**src/adcs_pkg.sv**
```systemverilog
package adcs_pkg;
   localparam int AXI_ADDR_W = 10;
   // Register indices, byte address is four times the index
   localparam logic [7:0] IDX_INTERRUPT_CONTROL = 8'h0B;
   localparam logic [7:0] IDX_PERIPHERAL_IRQ_FLAGS = 8'h0C;
   localparam logic [7:0] IDX_RESULT_HIGH = 8'h1E;
   localparam logic [7:0] IDX_CONVERTER_CONTROL = 8'h1F;
   localparam logic [7:0] IDX_PERIPHERAL_IRQ_ENABLES = 8'h8C;
   localparam logic [7:0] IDX_RESULT_LOW = 8'h9E;
   localparam logic [7:0] IDX_CONVERTER_CONFIG = 8'h9F;
   // Reset values
   localparam logic [7:0] RST_INTERRUPT_CONTROL = 8'h00;
   localparam logic [7:0] RST_PERIPHERAL_IRQ_FLAGS = 8'h00;
   localparam logic [7:0] RST_CONVERTER_CONTROL = 8'h00;
   localparam logic [7:0] RST_PERIPHERAL_IRQ_ENABLES = 8'h00;
   localparam logic [7:0] RST_CONVERTER_CONFIG = 8'h00;
   // Field positions
   localparam int CTRL_ENABLE_BIT = 0;
   localparam int CTRL_GO_BIT = 2;
   localparam int CTRL_CHAN_LSB = 3;
   localparam int CTRL_CLKSEL_LSB = 6;
   localparam int CFG_JUSTIFY_BIT = 7;
   localparam int CFG_PCFG_LSB = 0;
   localparam int FLAG_DONE_BIT = 6;
   localparam logic [7:0] PIR_STORE_MASK = 8'hB7;
   localparam logic [7:0] PIE_STORE_MASK = 8'hF7;
   // Conversion clock select codes
   localparam logic [1:0] CLKSEL_2TOSC = 2'h0;
   localparam logic [1:0] CLKSEL_8TOSC = 2'h1;
   localparam logic [1:0] CLKSEL_32TOSC = 2'h2;
   localparam logic [1:0] CLKSEL_RC = 2'h3;
   // Timing, in oscillator periods or conversion-bit periods
   localparam int TAD_MULT_2 = 2;
   localparam int TAD_MULT_8 = 8;
   localparam int TAD_MULT_32 = 32;
   localparam int INSTR_CYCLE_TOSC = 4;
   localparam logic [3:0] CONV_TADS = 4'hC;
   localparam logic [3:0] DISCH_TADS = 4'h2;
   // AXI responses
   localparam logic [1:0] RESP_OKAY = 2'h0;
   localparam logic [1:0] RESP_SLVERR = 2'h2;

   typedef enum logic [1:0] {
      ADCS_ACQUIRE,
      ADCS_START,
      ADCS_CONV,
      ADCS_DISCH
   } adcs_state_t;
endpackage

```
**src/adcs_sequencer.sv**
```systemverilog
// Behaviour
// - Clearing go mid-conversion aborts it at once
// - Aborted conversion leaves result pair untouched
// - Two bit periods wait, then acquisition resumes
// - First segment lasts one instruction cycle
// - Completion loads 10-bit result into pair
// - Justify bit aligns result, zero fill
// - Result bytes are plain storage when idle
// - Sleep conversion only with RC clock
// - RC clock delays start one instruction cycle
// - Sleep completion clears go, loads, wakes
// - Sleep completion without enable powers down
// - Sleep with non-RC clock aborts, powers down
// - Reset clears control, converter off, aborts
// - Reset leaves result pair unchanged
// - Completion clears go, sets done flag
// - Clock select gives 2/8/32 Tosc or RC
// - Conversion takes twelve bit periods
module adcs_sequencer import adcs_pkg::*; #(
   parameter int TOSC_CLKS = 1
) (
   input wire logic clk,
   input wire logic rst_n,
   input wire logic [AXI_ADDR_W-1:0] s_axi_awaddr,
   input wire logic [2:0] s_axi_awprot,
   input wire logic s_axi_awvalid,
   output logic s_axi_awready,
   input wire logic [31:0] s_axi_wdata,
   input wire logic [3:0] s_axi_wstrb,
   input wire logic s_axi_wvalid,
   output logic s_axi_wready,
   output logic [1:0] s_axi_bresp,
   output logic s_axi_bvalid,
   input wire logic s_axi_bready,
   input wire logic [AXI_ADDR_W-1:0] s_axi_araddr,
   input wire logic [2:0] s_axi_arprot,
   input wire logic s_axi_arvalid,
   output logic s_axi_arready,
   output logic [31:0] s_axi_rdata,
   output logic [1:0] s_axi_rresp,
   output logic s_axi_rvalid,
   input wire logic s_axi_rready,
   input wire logic sleep_req,
   input wire logic rc_tick,
   input wire logic comp_in,
   output logic [2:0] channel_sel,
   output logic conv_power,
   output logic sample_en,
   output logic [9:0] sar_code,
   output logic wake_req
);
   localparam int INSTR_CLKS = INSTR_CYCLE_TOSC * TOSC_CLKS;

   function automatic logic hit(input logic [AXI_ADDR_W-1:0] addr, input logic [7:0] idx);
      hit = (addr[AXI_ADDR_W-1:2] == idx);
   endfunction

   function automatic logic [7:0] tad_len(input logic [1:0] sel);
      if (sel == CLKSEL_2TOSC) begin
         tad_len = 8'(TAD_MULT_2 * TOSC_CLKS);
      end else if (sel == CLKSEL_8TOSC) begin
         tad_len = 8'(TAD_MULT_8 * TOSC_CLKS);
      end else begin
         tad_len = 8'(TAD_MULT_32 * TOSC_CLKS);
      end
   endfunction

   function automatic logic [15:0] format_result(input logic right, input logic [9:0] val);
      format_result = right ? {6'h00, val} : {val, 6'h00};
   endfunction

   // Bus state
   logic aw_full;
   logic next_aw_full;
   logic [AXI_ADDR_W-1:0] aw_addr;
   logic [AXI_ADDR_W-1:0] next_aw_addr;
   logic w_full;
   logic next_w_full;
   logic [7:0] w_data;
   logic [7:0] next_w_data;
   logic w_strb;
   logic next_w_strb;
   logic next_awready;
   logic next_wready;
   logic next_bvalid;
   logic [1:0] next_bresp;
   logic rd_pend;
   logic next_rd_pend;
   logic [AXI_ADDR_W-1:0] rd_addr;
   logic [AXI_ADDR_W-1:0] next_rd_addr;
   logic next_arready;
   logic next_rvalid;
   logic [1:0] next_rresp;
   logic [31:0] next_rdata;
   logic wr_fire;
   logic wr_mapped;
   logic [7:0] rd_value;
   logic rd_mapped;
   logic [7:0] mem_rd_data;

   // Control state
   logic [7:0] interrupt_control;
   logic [7:0] next_interrupt_control;
   logic [7:0] pir;
   logic [7:0] next_pir;
   logic [7:0] pie;
   logic [7:0] next_pie;
   logic done_flag;
   logic next_done_flag;
   logic go;
   logic next_go;
   logic enable;
   logic next_enable;
   logic [1:0] clk_sel;
   logic [1:0] next_clk_sel;
   logic [2:0] next_chan;
   logic justify;
   logic next_justify;
   logic [3:0] pcfg;
   logic [3:0] next_pcfg;
   logic powered_down;
   logic next_powered_down;
   adcs_state_t state;
   adcs_state_t next_state;
   logic [7:0] tad_cnt;
   logic [7:0] next_tad_cnt;
   logic [3:0] tad_idx;
   logic [3:0] next_tad_idx;
   logic [9:0] next_sar;
   logic [9:0] sar_res;
   logic [3:0] bitpos;
   logic next_conv_power;
   logic next_sample_en;
   logic next_wake_req;
   logic tad_tick;
   logic conv_load;
   logic [15:0] conv_value;
   logic wr_interrupt_control;
   logic wr_pir;
   logic wr_pie;
   logic wr_ctrl;
   logic wr_cfg;
   logic busy;

   assign wr_fire = aw_full && w_full && !s_axi_bvalid;
   assign wr_interrupt_control = wr_fire && w_strb && hit(aw_addr, IDX_INTERRUPT_CONTROL);
   assign wr_pir = wr_fire && w_strb && hit(aw_addr, IDX_PERIPHERAL_IRQ_FLAGS);
   assign wr_pie = wr_fire && w_strb && hit(aw_addr, IDX_PERIPHERAL_IRQ_ENABLES);
   assign wr_ctrl = wr_fire && w_strb && hit(aw_addr, IDX_CONVERTER_CONTROL);
   assign wr_cfg = wr_fire && w_strb && hit(aw_addr, IDX_CONVERTER_CONFIG);
   assign wr_mapped = hit(aw_addr, IDX_INTERRUPT_CONTROL) || hit(aw_addr, IDX_PERIPHERAL_IRQ_FLAGS)
      || hit(aw_addr, IDX_PERIPHERAL_IRQ_ENABLES) || hit(aw_addr, IDX_CONVERTER_CONTROL)
      || hit(aw_addr, IDX_CONVERTER_CONFIG) || hit(aw_addr, IDX_RESULT_HIGH)
      || hit(aw_addr, IDX_RESULT_LOW);
   // Compare with >= so a switch to a shorter period mid-count cannot overrun
   assign tad_tick = (clk_sel == CLKSEL_RC) ? rc_tick : (tad_cnt >= tad_len(clk_sel) - 8'h01);
   assign busy = (state == ADCS_START) || (state == ADCS_CONV);

   adcs_result_store u_result (
      .clk(clk),
      .sw_we_high(wr_fire && w_strb && hit(aw_addr, IDX_RESULT_HIGH)),
      .sw_we_low(wr_fire && w_strb && hit(aw_addr, IDX_RESULT_LOW)),
      .sw_wdata(w_data),
      .conv_load(conv_load),
      .conv_value(conv_value),
      .rd_low(hit(s_axi_araddr, IDX_RESULT_LOW)),
      .rd_data(mem_rd_data)
   );

   // Read data selection
   always_comb begin
      rd_mapped = 1'b1;
      if (hit(rd_addr, IDX_INTERRUPT_CONTROL)) begin
         rd_value = interrupt_control;
      end else if (hit(rd_addr, IDX_PERIPHERAL_IRQ_FLAGS)) begin
         rd_value = pir;
         rd_value[FLAG_DONE_BIT] = done_flag;
      end else if (hit(rd_addr, IDX_PERIPHERAL_IRQ_ENABLES)) begin
         rd_value = pie;
      end else if (hit(rd_addr, IDX_CONVERTER_CONTROL)) begin
         rd_value = {clk_sel, channel_sel, go, 1'b0, enable};
      end else if (hit(rd_addr, IDX_CONVERTER_CONFIG)) begin
         rd_value = {justify, 3'h0, pcfg};
      end else if (hit(rd_addr, IDX_RESULT_HIGH) || hit(rd_addr, IDX_RESULT_LOW)) begin
         rd_value = mem_rd_data;
      end else begin
         rd_value = 8'h00;
         rd_mapped = 1'b0;
      end
   end

   // AXI4-Lite slave
   always_comb begin
      next_aw_full = aw_full;
      next_aw_addr = aw_addr;
      next_w_full = w_full;
      next_w_data = w_data;
      next_w_strb = w_strb;
      next_bvalid = s_axi_bvalid;
      next_bresp = s_axi_bresp;
      next_rd_pend = rd_pend;
      next_rd_addr = rd_addr;
      next_rvalid = s_axi_rvalid;
      next_rresp = s_axi_rresp;
      next_rdata = s_axi_rdata;
      if (s_axi_awvalid && s_axi_awready) begin
         next_aw_full = 1'b1;
         next_aw_addr = s_axi_awaddr;
      end
      if (s_axi_wvalid && s_axi_wready) begin
         next_w_full = 1'b1;
         next_w_data = s_axi_wdata[7:0];
         next_w_strb = s_axi_wstrb[0];
      end
      if (wr_fire) begin
         next_aw_full = 1'b0;
         next_w_full = 1'b0;
         next_bvalid = 1'b1;
         next_bresp = wr_mapped ? RESP_OKAY : RESP_SLVERR;
      end
      if (s_axi_bvalid && s_axi_bready) begin
         next_bvalid = 1'b0;
      end
      if (s_axi_arvalid && s_axi_arready) begin
         next_rd_pend = 1'b1;
         next_rd_addr = s_axi_araddr;
      end
      if (rd_pend) begin
         next_rd_pend = 1'b0;
         next_rvalid = 1'b1;
         next_rdata = {24'h000000, rd_value};
         next_rresp = rd_mapped ? RESP_OKAY : RESP_SLVERR;
      end
      if (s_axi_rvalid && s_axi_rready) begin
         next_rvalid = 1'b0;
      end
      next_awready = !next_aw_full && !next_bvalid;
      next_wready = !next_w_full && !next_bvalid;
      next_arready = !next_rd_pend && !next_rvalid;
   end

   always_ff @(posedge clk or negedge rst_n) begin
      if (!rst_n) begin
         aw_full <= 1'b0;
         aw_addr <= '0;
         w_full <= 1'b0;
         w_data <= 8'h00;
         w_strb <= 1'b0;
         s_axi_awready <= 1'b0;
         s_axi_wready <= 1'b0;
         s_axi_bvalid <= 1'b0;
         s_axi_bresp <= RESP_OKAY;
         rd_pend <= 1'b0;
         rd_addr <= '0;
         s_axi_arready <= 1'b0;
         s_axi_rvalid <= 1'b0;
         s_axi_rresp <= RESP_OKAY;
         s_axi_rdata <= 32'h00000000;
      end else begin
         aw_full <= next_aw_full;
         aw_addr <= next_aw_addr;
         w_full <= next_w_full;
         w_data <= next_w_data;
         w_strb <= next_w_strb;
         s_axi_awready <= next_awready;
         s_axi_wready <= next_wready;
         s_axi_bvalid <= next_bvalid;
         s_axi_bresp <= next_bresp;
         rd_pend <= next_rd_pend;
         rd_addr <= next_rd_addr;
         s_axi_arready <= next_arready;
         s_axi_rvalid <= next_rvalid;
         s_axi_rresp <= next_rresp;
         s_axi_rdata <= next_rdata;
      end
   end

   // Conversion sequencing and control registers
   always_comb begin
      next_interrupt_control = interrupt_control;
      next_pir = pir;
      next_pie = pie;
      next_done_flag = done_flag;
      next_go = go;
      next_enable = enable;
      next_clk_sel = clk_sel;
      next_chan = channel_sel;
      next_justify = justify;
      next_pcfg = pcfg;
      next_powered_down = powered_down;
      next_state = state;
      next_tad_cnt = tad_tick ? 8'h00 : tad_cnt + 8'h01;
      next_tad_idx = tad_idx;
      next_sar = sar_code;
      conv_load = 1'b0;
      conv_value = 16'h0000;
      bitpos = CONV_TADS - 4'h1 - tad_idx;
      sar_res = sar_code;
      if (wr_interrupt_control) begin
         next_interrupt_control = w_data;
      end
      if (wr_pir) begin
         next_pir = w_data & PIR_STORE_MASK;
         next_done_flag = w_data[FLAG_DONE_BIT];
      end
      if (wr_pie) begin
         next_pie = w_data & PIE_STORE_MASK;
      end
      if (wr_cfg) begin
         next_justify = w_data[CFG_JUSTIFY_BIT];
         next_pcfg = w_data[CFG_PCFG_LSB +: 4];
      end
      if (wr_ctrl) begin
         next_clk_sel = w_data[CTRL_CLKSEL_LSB +: 2];
         next_chan = w_data[CTRL_CHAN_LSB +: 3];
         next_enable = w_data[CTRL_ENABLE_BIT];
         next_go = w_data[CTRL_GO_BIT] && enable && w_data[CTRL_ENABLE_BIT];
      end
      if (!sleep_req) begin
         next_powered_down = 1'b0;
      end else if (next_enable && (next_clk_sel != CLKSEL_RC)) begin
         next_powered_down = 1'b1;
         next_go = 1'b0;
      end
      case (state)
         ADCS_ACQUIRE: begin
            next_tad_cnt = 8'h00;
            if (go && enable && !powered_down && !next_powered_down) begin
               next_state = ADCS_START;
            end
         end
         ADCS_START: begin
            next_tad_cnt = tad_cnt + 8'h01;
            if (tad_cnt == 8'(INSTR_CLKS - 1)) begin
               next_state = ADCS_CONV;
               next_tad_cnt = 8'h00;
               next_tad_idx = 4'h0;
               next_sar = 10'h000;
            end
         end
         ADCS_CONV: begin
            if (tad_tick) begin
               next_tad_idx = tad_idx + 4'h1;
               if (tad_idx == 4'h1) begin
                  next_sar = 10'h200;
               end else if (tad_idx > 4'h1) begin
                  if (!comp_in) begin
                     sar_res[bitpos] = 1'b0;
                  end
                  if (bitpos != 4'h0) begin
                     sar_res[bitpos - 4'h1] = 1'b1;
                  end
                  next_sar = sar_res;
               end
               if (tad_idx == CONV_TADS - 4'h1) begin
                  conv_load = 1'b1;
                  conv_value = format_result(justify, sar_res);
                  next_go = 1'b0;
                  next_done_flag = 1'b1;
                  if (sleep_req && !pie[FLAG_DONE_BIT]) begin
                     next_powered_down = 1'b1;
                  end
                  next_state = ADCS_DISCH;
                  next_tad_idx = 4'h0;
                  next_tad_cnt = 8'h00;
               end
            end
         end
         ADCS_DISCH: begin
            if (tad_tick) begin
               next_tad_idx = tad_idx + 4'h1;
               if (tad_idx == DISCH_TADS - 4'h1) begin
                  next_state = ADCS_ACQUIRE;
               end
            end
         end
         default: begin
            next_state = ADCS_ACQUIRE;
         end
      endcase
      if (busy && !next_go && !conv_load) begin
         next_state = ADCS_DISCH;
         next_tad_idx = 4'h0;
         next_tad_cnt = 8'h00;
      end
      if (!next_enable) begin
         next_go = 1'b0;
         next_state = ADCS_ACQUIRE;
      end
      next_conv_power = next_enable && !next_powered_down;
      next_sample_en = next_conv_power && (next_state == ADCS_ACQUIRE);
      next_wake_req = next_done_flag && next_pie[FLAG_DONE_BIT];
   end

   always_ff @(posedge clk or negedge rst_n) begin
      if (!rst_n) begin
         interrupt_control <= RST_INTERRUPT_CONTROL;
         pir <= RST_PERIPHERAL_IRQ_FLAGS;
         pie <= RST_PERIPHERAL_IRQ_ENABLES;
         done_flag <= RST_PERIPHERAL_IRQ_FLAGS[FLAG_DONE_BIT];
         go <= RST_CONVERTER_CONTROL[CTRL_GO_BIT];
         enable <= RST_CONVERTER_CONTROL[CTRL_ENABLE_BIT];
         clk_sel <= RST_CONVERTER_CONTROL[CTRL_CLKSEL_LSB +: 2];
         channel_sel <= RST_CONVERTER_CONTROL[CTRL_CHAN_LSB +: 3];
         justify <= RST_CONVERTER_CONFIG[CFG_JUSTIFY_BIT];
         pcfg <= RST_CONVERTER_CONFIG[CFG_PCFG_LSB +: 4];
         powered_down <= 1'b0;
         state <= ADCS_ACQUIRE;
         tad_cnt <= 8'h00;
         tad_idx <= 4'h0;
         sar_code <= 10'h000;
         conv_power <= 1'b0;
         sample_en <= 1'b0;
         wake_req <= 1'b0;
      end else begin
         interrupt_control <= next_interrupt_control;
         pir <= next_pir;
         pie <= next_pie;
         done_flag <= next_done_flag;
         go <= next_go;
         enable <= next_enable;
         clk_sel <= next_clk_sel;
         channel_sel <= next_chan;
         justify <= next_justify;
         pcfg <= next_pcfg;
         powered_down <= next_powered_down;
         state <= next_state;
         tad_cnt <= next_tad_cnt;
         tad_idx <= next_tad_idx;
         sar_code <= next_sar;
         conv_power <= next_conv_power;
         sample_en <= next_sample_en;
         wake_req <= next_wake_req;
      end
   end
endmodule

```
**src/adcs_result_store.sv**
```systemverilog
module adcs_result_store import adcs_pkg::*; (
   input wire logic clk,
   input wire logic sw_we_high,
   input wire logic sw_we_low,
   input wire logic [7:0] sw_wdata,
   input wire logic conv_load,
   input wire logic [15:0] conv_value,
   input wire logic rd_low,
   output logic [7:0] rd_data
);
   logic [7:0] high;
   logic [7:0] low;
   logic [7:0] next_high;
   logic [7:0] next_low;
   logic [7:0] next_rd_data;

   // Result load wins over a software write in the same cycle
   always_comb begin
      next_high = high;
      next_low = low;
      if (conv_load) begin
         next_high = conv_value[15:8];
         next_low = conv_value[7:0];
      end else begin
         if (sw_we_high) begin
            next_high = sw_wdata;
         end
         if (sw_we_low) begin
            next_low = sw_wdata;
         end
      end
      next_rd_data = rd_low ? low : high;
   end

   // No reset: content survives any reset
   always_ff @(posedge clk) begin
      high <= next_high;
      low <= next_low;
      rd_data <= next_rd_data;
   end
endmodule

```
**config.mk**
```make
export PLATFORM = sky130hd
export DESIGN_NAME = adcs_sequencer
export DESIGN_NICKNAME = d
export VERILOG_FILES = /design/src/adcs_pkg.sv /design/src/adcs_sequencer.sv /design/src/adcs_result_store.sv
export SDC_FILE = /design/constraint.sdc
export NUM_CORES = 1
export LEC_CHECK = 0
export BUFFER_PORTS_ARGS = -buffer_cell sky130_fd_sc_hd__buf_2
export CELL_PAD_IN_SITES_DETAIL_PLACEMENT = 1
export CELL_PAD_IN_SITES_GLOBAL_PLACEMENT = 1
export CORE_AREA = 2 2 127 129
export DETAILED_ROUTE_END_ITERATION = 7
export DIE_AREA = 0 0 129 131
export GPL_TIMING_DRIVEN = 0
export PLACE_DENSITY = 0.78
export SKIP_CTS_REPAIR_TIMING = 1
export SYNTH_ARGS = -nofsm -noshare
export SYNTH_HDL_FRONTEND = slang
export SYNTH_HIERARCHICAL = 1
export SYNTH_SLANG_ARGS = --single-unit
```
**constraint.sdc**
```tcl
create_clock -name clk -period 3.3 [get_ports clk]
set_clock_uncertainty 0.2 [all_clocks]
set_input_delay 0.33 -clock clk [delete_from_list [all_inputs] [get_ports clk]]
set_output_delay 0.33 -clock clk [all_outputs]
set_load 0.02 [all_outputs]
```
Word level (Yosys, flattened, before mapping)
Cells that the tools add are included.

operators by class
  add/subtract/negate cells = 5
  magnitude comparators = 6
  eq/ne operators = 29
  multiplexer cells = 96
  bitwise operators = 3
  reduce and logical (&&, ||, !) cells = 62

operators with widths
  cell                                                                                  count
  8-bit 2-to-1 mux                                                                      17
  10-bit 2-to-1 mux                                                                     11
  16-bit 2-to-1 mux                                                                     4
  8-bit equality test (second input constant)                                           7
  1-bit 2-to-1 mux                                                                      40
  8-bit by 4-bit equality test with 1-bit output (second input constant)                4
  8-bit by 5-bit equality test with 1-bit output (second input constant)                4
  1-bit logical AND                                                                     32
  8-bit one-hot mux with 3 select lines                                                 1
  2-bit 2-to-1 mux                                                                      11
  4-bit 2-to-1 mux                                                                      5
  10-bit one-hot mux with 2 select lines                                                1
  1-bit zero test                                                                       12
  4-bit one-hot mux with 3 select lines                                                 1
  10-bit AND                                                                            1
  4-bit by 5-bit less-than comparator with 1-bit output (second input constant)         2
  10-bit NOT                                                                            1
  10-bit OR                                                                             1
  8-bit by 1-bit adder with 8-bit output (second input constant)                        1
  1-bit demux with 4-bit select                                                         2
  8-bit by 2-bit equality test with 1-bit output (second input constant)                1
  4-bit by 1-bit greater-or-equal comparator with 1-bit output (second input constant)  2
  8-bit greater-or-equal comparator                                                     1
  1-bit logical OR                                                                      8
  22 further kinds                                                                      31

storage, ports and cells
  bits in registers = 135
  bits of input ports = 72
  output and inout port bits = 57
  logic and storage cells = 238

Depth between registers and ports, before layout
Gate-level depths: netlist (run 1).

  word-level depth = 21
  gate-level depth with buffers = 10
  depth with buffers taken out = 9

Cells and area by module
The synthesis (run 1) kept the hierarchy.

modules (own cells, without submodules)
  module             times used  cells an instance  area each (um2)  sequential area each (um2)
  adcs_sequencer     1           564                5745.5           2627.5
  adcs_result_store  1           53                 989.7            640.6

Least setup slack after synthesis (run 1)
Ideal clock, no wire load.

  path kind = register -> register
  from = reg aw_addr[7]
  to = reg tad_idx[3]
  setup time = 95 ps
  arrival = 2450 ps
  data required time = 3005 ps
  path slack = 555 ps
  cell stages (with the launch flop) = 7
  path buffers = 0
  period minus slack after synthesis = 2745 ps
  cells stage by stage = dfrtp_1 or3b_4 nor4_4 mux2_4 and3_2 a2111o_1 o31ai_1

between the ends
  cells in the longest elaborated chain, start to end = 15
  elaborated cells between the ends (all ways) = 21
  classes of those cells = eq/ne: 5; mux: 9; reduce/logical: 7

RTL lines
  what                                                                        line                   text
  start, declared                                                             adcs_sequencer.sv:75   logic [AXI_ADDR_W-1:0] aw_addr;
  start signal, assigned                                                      adcs_sequencer.sv:261  aw_addr <= next_aw_addr;
  8-bit by 5-bit equality test with 1-bit output *                            adcs_sequencer.sv:55   hit = (addr[AXI_ADDR_W-1:2] == idx);
  1-bit logical AND *                                                         adcs_sequencer.sv:149  assign wr_ctrl = wr_fire && w_strb && hit(aw_addr, IDX_CONVERTER_CONTROL);
  2-bit 2-to-1 mux                                                            adcs_sequencer.sv:313  if (wr_ctrl) begin
  2-bit != test                                                               adcs_sequencer.sv:321  end else if (next_enable && (next_clk_sel != CLKSEL_RC)) begin
  1-bit logical AND                                                           adcs_sequencer.sv:321
  1-bit 2-to-1 mux                                                            adcs_sequencer.sv:321
  1-bit 2-to-1 mux *                                                          adcs_sequencer.sv:319  if (!sleep_req) begin
  1-bit 2-to-1 mux                                                            adcs_sequencer.sv:355  if (tad_idx == CONV_TADS - 4'h1) begin
  1-bit 2-to-1 mux                                                            adcs_sequencer.sv:342  if (tad_tick) begin
  1-bit 2-to-1 mux *                                                          adcs_sequencer.sv:325  case (state)
  1-bit zero test *                                                           adcs_sequencer.sv:381  if (busy && !next_go && !conv_load) begin
  1-bit logical AND * (2 in series)                                           adcs_sequencer.sv:381
  3-bit by 1-bit != test with 1-bit output (no line) (tied with other cells)  -
  4-bit AND reduction (no line)                                               -
  end signal, assigned                                                        adcs_sequencer.sv:429  tad_idx <= next_tad_idx;
  end, declared                                                               adcs_sequencer.sv:127  logic [3:0] tad_idx;

Mark *: on every way between the ends. The rest lies on a longest branch, timed or not.
A chain may end at the register's enable or synchronous reset.

Worst setup path in the final report (run 1)
Ends and elaborated chain as after synthesis.

==> impl_metrics.toml, run 1 <==
[synth]
async_flop_share_pct = 81.40
syn_area_per_cell_um2 = 10.92
synth_top_flop_cell = "dfrtp_1"
syn_inst = 617
synth_seq_cells = 129
synth_warnings = 6
synthesis.area_um2 = 6735
yosysSeqAreaShare_pct = 48.52
synth_cell_types = 70
synth_edf_count = 16

[grt]
use_met3_pct = 4.967
grt_start_max_net_pins = 64
met1_usage_pct = 26.28
grt_overflow = 0
grt_pass1_wl_mm = 28.08
antenna_found_initial = 0
grt.busiest_layer = "met2"
grt_util_all_layers_pct = 21.76
grt_pass1_vias = 5475
use_met2_pct = 38.03

[finish]
final_layout_size_suffix_gt1_share_pct = 29.41
final_common_cell = "dfrtp_1"
mostFrequentLayoutCells = "dfrtp_1, mux2_2, buf_2, nor2_1, nand2_1"
fin_nets = 844
fillers = 1716
antenna_cells = 0
synthToLayoutAreaGrowth_pct = 23.63

[drt]
final_antenna_net_count = 0
first_iter_violations = 200
viasPerCell = 5.330
first_pass_iters = 4
wire_per_inst_um = 18.21
drc = 0
wirelength_mm = 17.86
vias = 5229

[flow_run]
maxCapViolations = 0

[timing]
hold_violations = 0
fin_crit_sh_pct = 96.39
fmax_mhz = 314.4
slew_viol_final = 0
relSlewSlack_pct = 17.65
rsz0062_at_grt = "false"
whs_ns = 0.07564
tightest_slew_ns = 1.225
setup_viol = 0
finalSetupTns_ns = 0
fin_crit_ns = 3.181

[pwr]
seqPwrFrac_pct = 42.4
p_switching_uw = 1643
p_int_uw = 3651
combPwrFrac_pct = 23.3
power_density_nw_per_um2 = 635.8
sw_frac_of_total_pct = 31.04
clock_power_share_pct = 34.3
p_leak_uw = 0.003657
ir_worst_vdd_mv = 0.4123

[setup_path]
reg2reg_from = "aw_addr[7]"
slowest_stage = "nor4_4"
path_class = "reg2reg"
path_max_fanout = 10
critPathBufInv = 0
crit_path_end = "tad_idx[3]"
cp_top_family = "simple AND/OR/NAND/NOR gates"
path_cells = "or3b_4 -> nor4_4 -> mux2_4 -> and3_2 -> a2111o_1 -> o31ai_1"
worst-path-stages = 6
start_kind = "register"
cp-end-kind = "register"
crit_arrival_ns = 3.30
ff2ff_setup_slack_ns = 0.12
startpoint = "aw_addr[7]"
reg2reg_depth = 6
cpPeakStageDelay_ns = 0.77
crit_required_ns = 3.42
r2r-end = "tad_idx[3]"

[clock_tree]
numCtsBuffers = 17
clkSinkCount = 129
cts_tree = "done"
root_buffer = "clkbuf_16"
clockBufferDepth = 2
clk_latency_ns = 0.42
cts.clk_slew.worst_paths_ns = 0.05
htree_levels = 4

[die]
start_util_pct = 43.18
ios = 129
die_w_um = 129
die_y_um = 131
coreArea_um2 = 15600
die_area_um2 = 16900
core.rowCount = 46

[worst_hold_path]
holdPathStages = 3
hold_class = "in2reg"

[placed_design]
hpwlAfterDp_mm = 12.66
port_buffers = 65
gp_congestion = 0.8729

[status]
outcome = "finished, final reports clean"
## registers in the layout (all words and copies together) (netlist names), 8 cells and up
name,count
sar_code,10
aw_addr,8
w_data,8
u_result/low,8
interrupt_control,8
s_axi_rdata,8
u_result/high,8
tad_cnt,8
rd_addr,8
u_result/rd_data,8
## layout make-up
type / instances / area (um2) / area share (%)
clock buffer: 23 / 469.2 / 5.635
buffer: 48 / 329.1 / 3.952
clock inverter: 6 / 81.33 / 0.9767
inverter: 22 / 82.58 / 0.9917
timing repair buffer: 94 / 635.6 / 7.633
sequential: 129 / 3268 / 39.25
tap: 216 / 270.3 / 3.246
multi-input combinational: 443 / 3191 / 38.32
## cells in the mapped netlist (all sizes together) (4+ instances only)
cell type  instances  area [um2]
dfrtp            105        2628
nor4               5       52.55
nor3              11       55.05
or2                7       43.79
mux2i             12       120.1
o21ai             24       123.9
o2bb2ai            4       35.03
nor3b              4       30.03
edfxtp            16       480.5
nand2b             7       43.79
inv               22       82.58
and2               5       31.28
nand2             39       146.4
nand3             16       80.08
nor2b             11       68.82
dfxtp              8       160.2
nor2              53       198.9
nand4              4       25.02
clkbuf            16       63.81
a31oi              5       31.28
nand3b             4       30.03
a211oi             7       52.55
mux2              81       945.9
a21oi             29       145.1
buf               32       265.3
xnor2              4       35.03
ha                17       212.7
and3               6       40.03
o22ai              6       37.54
o31ai              8       60.06
xor2               4       35.03
## cell families after synthesis
| family | share of synthesized area [%] |
|---|---|
| adder cells (fa/ha/maj) | 3.158 |
| XOR/XNOR | 1.040 |
| AND/OR/NAND/NOR | 14.29 |
| buffers and inverters | 6.112 |
| multiplexers | 15.83 |
| other | 0.1115 |
| AO/OA/AOI/OAI | 10.94 |
| flip-flops | 48.52 |
## stage by stage
step / cell area, um2 / total power, uW / util [%] / setup WS, ns / instances
after CTS: 8005 / 5313 / 51.32 / -0.4859 / 953
after global routing: 8327 / 5572 / 53.39 / 0.01336 / 981
after detailed placement: 7455 / 3471 / 47.79 / -0.2976 / 924
final: 8327 / 5294 / 53.39 / 0.1192 / 981
after global placement: 7425 / 3389 / 47.60 / -0.1529 / 923
after floorplan: 6829 / 3036 / - / 0.5549 / 642
## worst min-delay path by stage
| stage | from | endpoint | slack, ns |
|---|---|---|---|
| detailed placement | rst_n | sar_code[7] | 0.19 |
| global placement | u_result/low[5] | u_result/rd_data[5] | 0.25 |
| global route | sleep_req | powered_down | 0.08 |
| floorplan | rst_n | aw_addr[2] | -0.17 |
| CTS | rst_n | sar_code[0] | -0.27 |
| finish | sleep_req | powered_down | 0.08 |
## metal layers
| metal | vias to the layer above | wire length [um] | part of all wire (%) |
|---|---|---|---|
| met1 | 2680 | 7573 | 42 |
| met3 | 27 | 523 | 2.9 |
| li1 | 2426 | - | - |
| met5 | - | 0 | 0 |
| met4 | 0 | 269 | 1.5 |
| met2 | 96 | 9495 | 53 |
## tightest hold or removal path, stage by stage
cell and delay, ns:
buf_2 0.15, o21ai_0 0.11, nand2_1 0.07
## power by group through the flow
stage / Combinational [uW] / Sequential [uW] / Clock [uW]
6_report: 1230 / 2240 / 1820
5_1_grt: 1360 / 2300 / 1920
3_5_place_dp: 1200 / 2270 / 0
2_1_floorplan: 757 / 2280 / 0
3_3_place_gp: 1140 / 2240 / 0
4_1_cts: 1210 / 2250 / 1850
Note: power is estimated with default switching activity, not from simulation.
==> run 2, diff against run 1 <==
--- a/config.mk
+++ b/config.mk
@@ -8,11 +8,11 @@
 export BUFFER_PORTS_ARGS = -buffer_cell sky130_fd_sc_hd__buf_2
 export CELL_PAD_IN_SITES_DETAIL_PLACEMENT = 1
 export CELL_PAD_IN_SITES_GLOBAL_PLACEMENT = 1
-export CORE_AREA = 2 2 127 129
+export CORE_AREA = 2 2 153 155
 export DETAILED_ROUTE_END_ITERATION = 7
-export DIE_AREA = 0 0 129 131
+export DIE_AREA = 0 0 155 157
 export GPL_TIMING_DRIVEN = 0
-export PLACE_DENSITY = 0.78
+export PLACE_DENSITY = 0.56
 export SKIP_CTS_REPAIR_TIMING = 1
 export SYNTH_ARGS = -nofsm -noshare
 export SYNTH_HDL_FRONTEND = slang
==> run 2 against run 1 <==
Against the previous run:
- worst setup slack better by 0.16 ns
- sequential power hardly changed
- first-iteration DRC count fell by 9.0%
- core utilization fell by 16 points
- critical path type unchanged
- highest routed layer unchanged
==> impl_metrics.toml, run 2 (synthesis gave the netlist of run 1 again) <==
[timing]
rsz0062_at_grt = "false"
tightest_slew_ns = 1.103
setup_viol = 0
fin_crit_ns = 3.026
fmax_mhz = 330.5
slew_viol_final = 0
relSlewSlack_pct = 25.82
finalWorstSetupSlack_ns = 0.2744
hold_violations = 0
fin_crit_sh_pct = 91.69

[pwr]
power_density_nw_per_um2 = 642.1
ir_worst_vdd_mv = 0.3496
p_leak_uw = 0.003701
total_power_uw = 5443

[grt]
grt_util_all_layers_pct = 14.88
grt_start_max_net_pins = 59
grt_overflow = 0
antenna_found_initial = 0
grt_pass1_wl_mm = 28.30
grt_pass1_vias = 5385

[status]
outcome = "finished, final reports clean"

[drt]
first_pass_iters = 4
wirelength_mm = 17.93
wire_per_inst_um = 17.00
final_antenna_net_count = 0
viasPerCell = 4.838
first_iter_violations = 182
drc = 0
vias = 5104

[finish]
top_register = "sar_code"
mostFrequentLayoutCells = "dfrtp_1, mux2_2, buf_2, nor2_1, nand2_1"
synthToLayoutAreaGrowth_pct = 25.86
final_layout_size_suffix_gt1_share_pct = 30.39
antenna_cells = 0
final_common_cell = "dfrtp_1"
fillers = 2508
fin_nets = 846
largest_reg_flops = 10

[clock_tree]
cts_tree = "done"
cts.clk_slew.worst_paths_ns = 0.06
clockBufferDepth = 2
clkSinkCount = 129
root_buffer = "clkbuf_16"
clk_latency_ns = 0.42
htree_levels = 4
numCtsBuffers = 17

[setup_path]
path_class = "reg2reg"
crit_required_ns = 3.26
start_kind = "register"
path_max_fanout = 10
crit_arrival_ns = 2.99
cp-end-kind = "register"

[flow_run]
maxCapViolations = 0

[placed_design]
place_ws_ns = -0.2438
gp_congestion = 0.8124
port_buffers = 65
hpwlAfterDp_mm = 13.22

[die]
die_y_um = 157
start_util_pct = 29.93
ios = 129
die_w_um = 155
core.rowCount = 55
coreArea_um2 = 22500
die_area_um2 = 24340

[worst_hold_path]
hold_class = "in2reg"
[run 2: final cells by class]
class / instances / area, um2 / share of cell area [%]
multi-input cells: 443 / 3172 / 37.42
clock buffers: 18 / 439.2 / 5.181
flip-flops and latches: 129 / 3268 / 38.55
well taps: 285 / 356.6 / 4.207
plain buffers: 48 / 329.1 / 3.882
repair buffers: 96 / 650.6 / 7.675
clock inverters: 14 / 178.9 / 2.111
inverters: 22 / 82.58 / 0.9742
[run 2: worst max-delay path, stage by stage (launching register included)]
cell and delay [ns]:
dfrtp_1 0.41, inv_1 0.20, ha_1 0.28, a21oi_1 0.14, o211ai_1 0.15, o2111ai_2 0.43, clkbuf_1 0.44, nor2_1 0.10
and2_1 0.16, mux2_2 0.26
[run 2: through the flow]
stage | utilization [%] | setup TNS, ns | cells | hold slack (ns) | cell area, um2
2_1_floorplan | - | 0 | 642 | -0.1656 | 6829
3_3_place_gp | 33.38 | -3.044 | 992 | 0.2593 | 7511
3_5_place_dp | 33.51 | -3.941 | 993 | 0.2319 | 7541
4_1_cts | 36.26 | -4.450 | 1025 | -0.2184 | 8159
5_1_grt | 37.67 | 0 | 1055 | 0.07928 | 8477
6_report | 37.67 | 0 | 1055 | 0.03932 | 8477
[run 2: path summary, 6_finish.rpt]
kind	from	to	slack [ns]	cells past startpoint
worst max-delay path	clk_sel[1]	u_result/high[5]	0.27	9
worst min-delay path	sleep_req	powered_down	0.04	3
worst max register to register	clk_sel[1]	u_result/high[5]	0.27	9
worst min register to register	u_result/low[4]	u_result/rd_data[4]	0.27	1
max in group asynchronous	rst_n	w_data[0]	1.89	3
min in group asynchronous	rst_n	sar_code[4]	0.29	2
[run 2: per-layer routing]
layer | part of all wire, % | up-vias | GRT usage (%)
li1 | - | 2442 | -
met1 | 45 | 2576 | 18.21
met2 | 51 | 73 | 26.37
met3 | 2.6 | 13 | 3.469
met4 | 0.88 | 0 | 3.880
met5 | 0 | - | 0
[run 2: power by group]
group	total, uW	switching [uW]	internal (uW)
clock network	1970	755	1220
registers	2240	303	1940
logic	1230	656	571
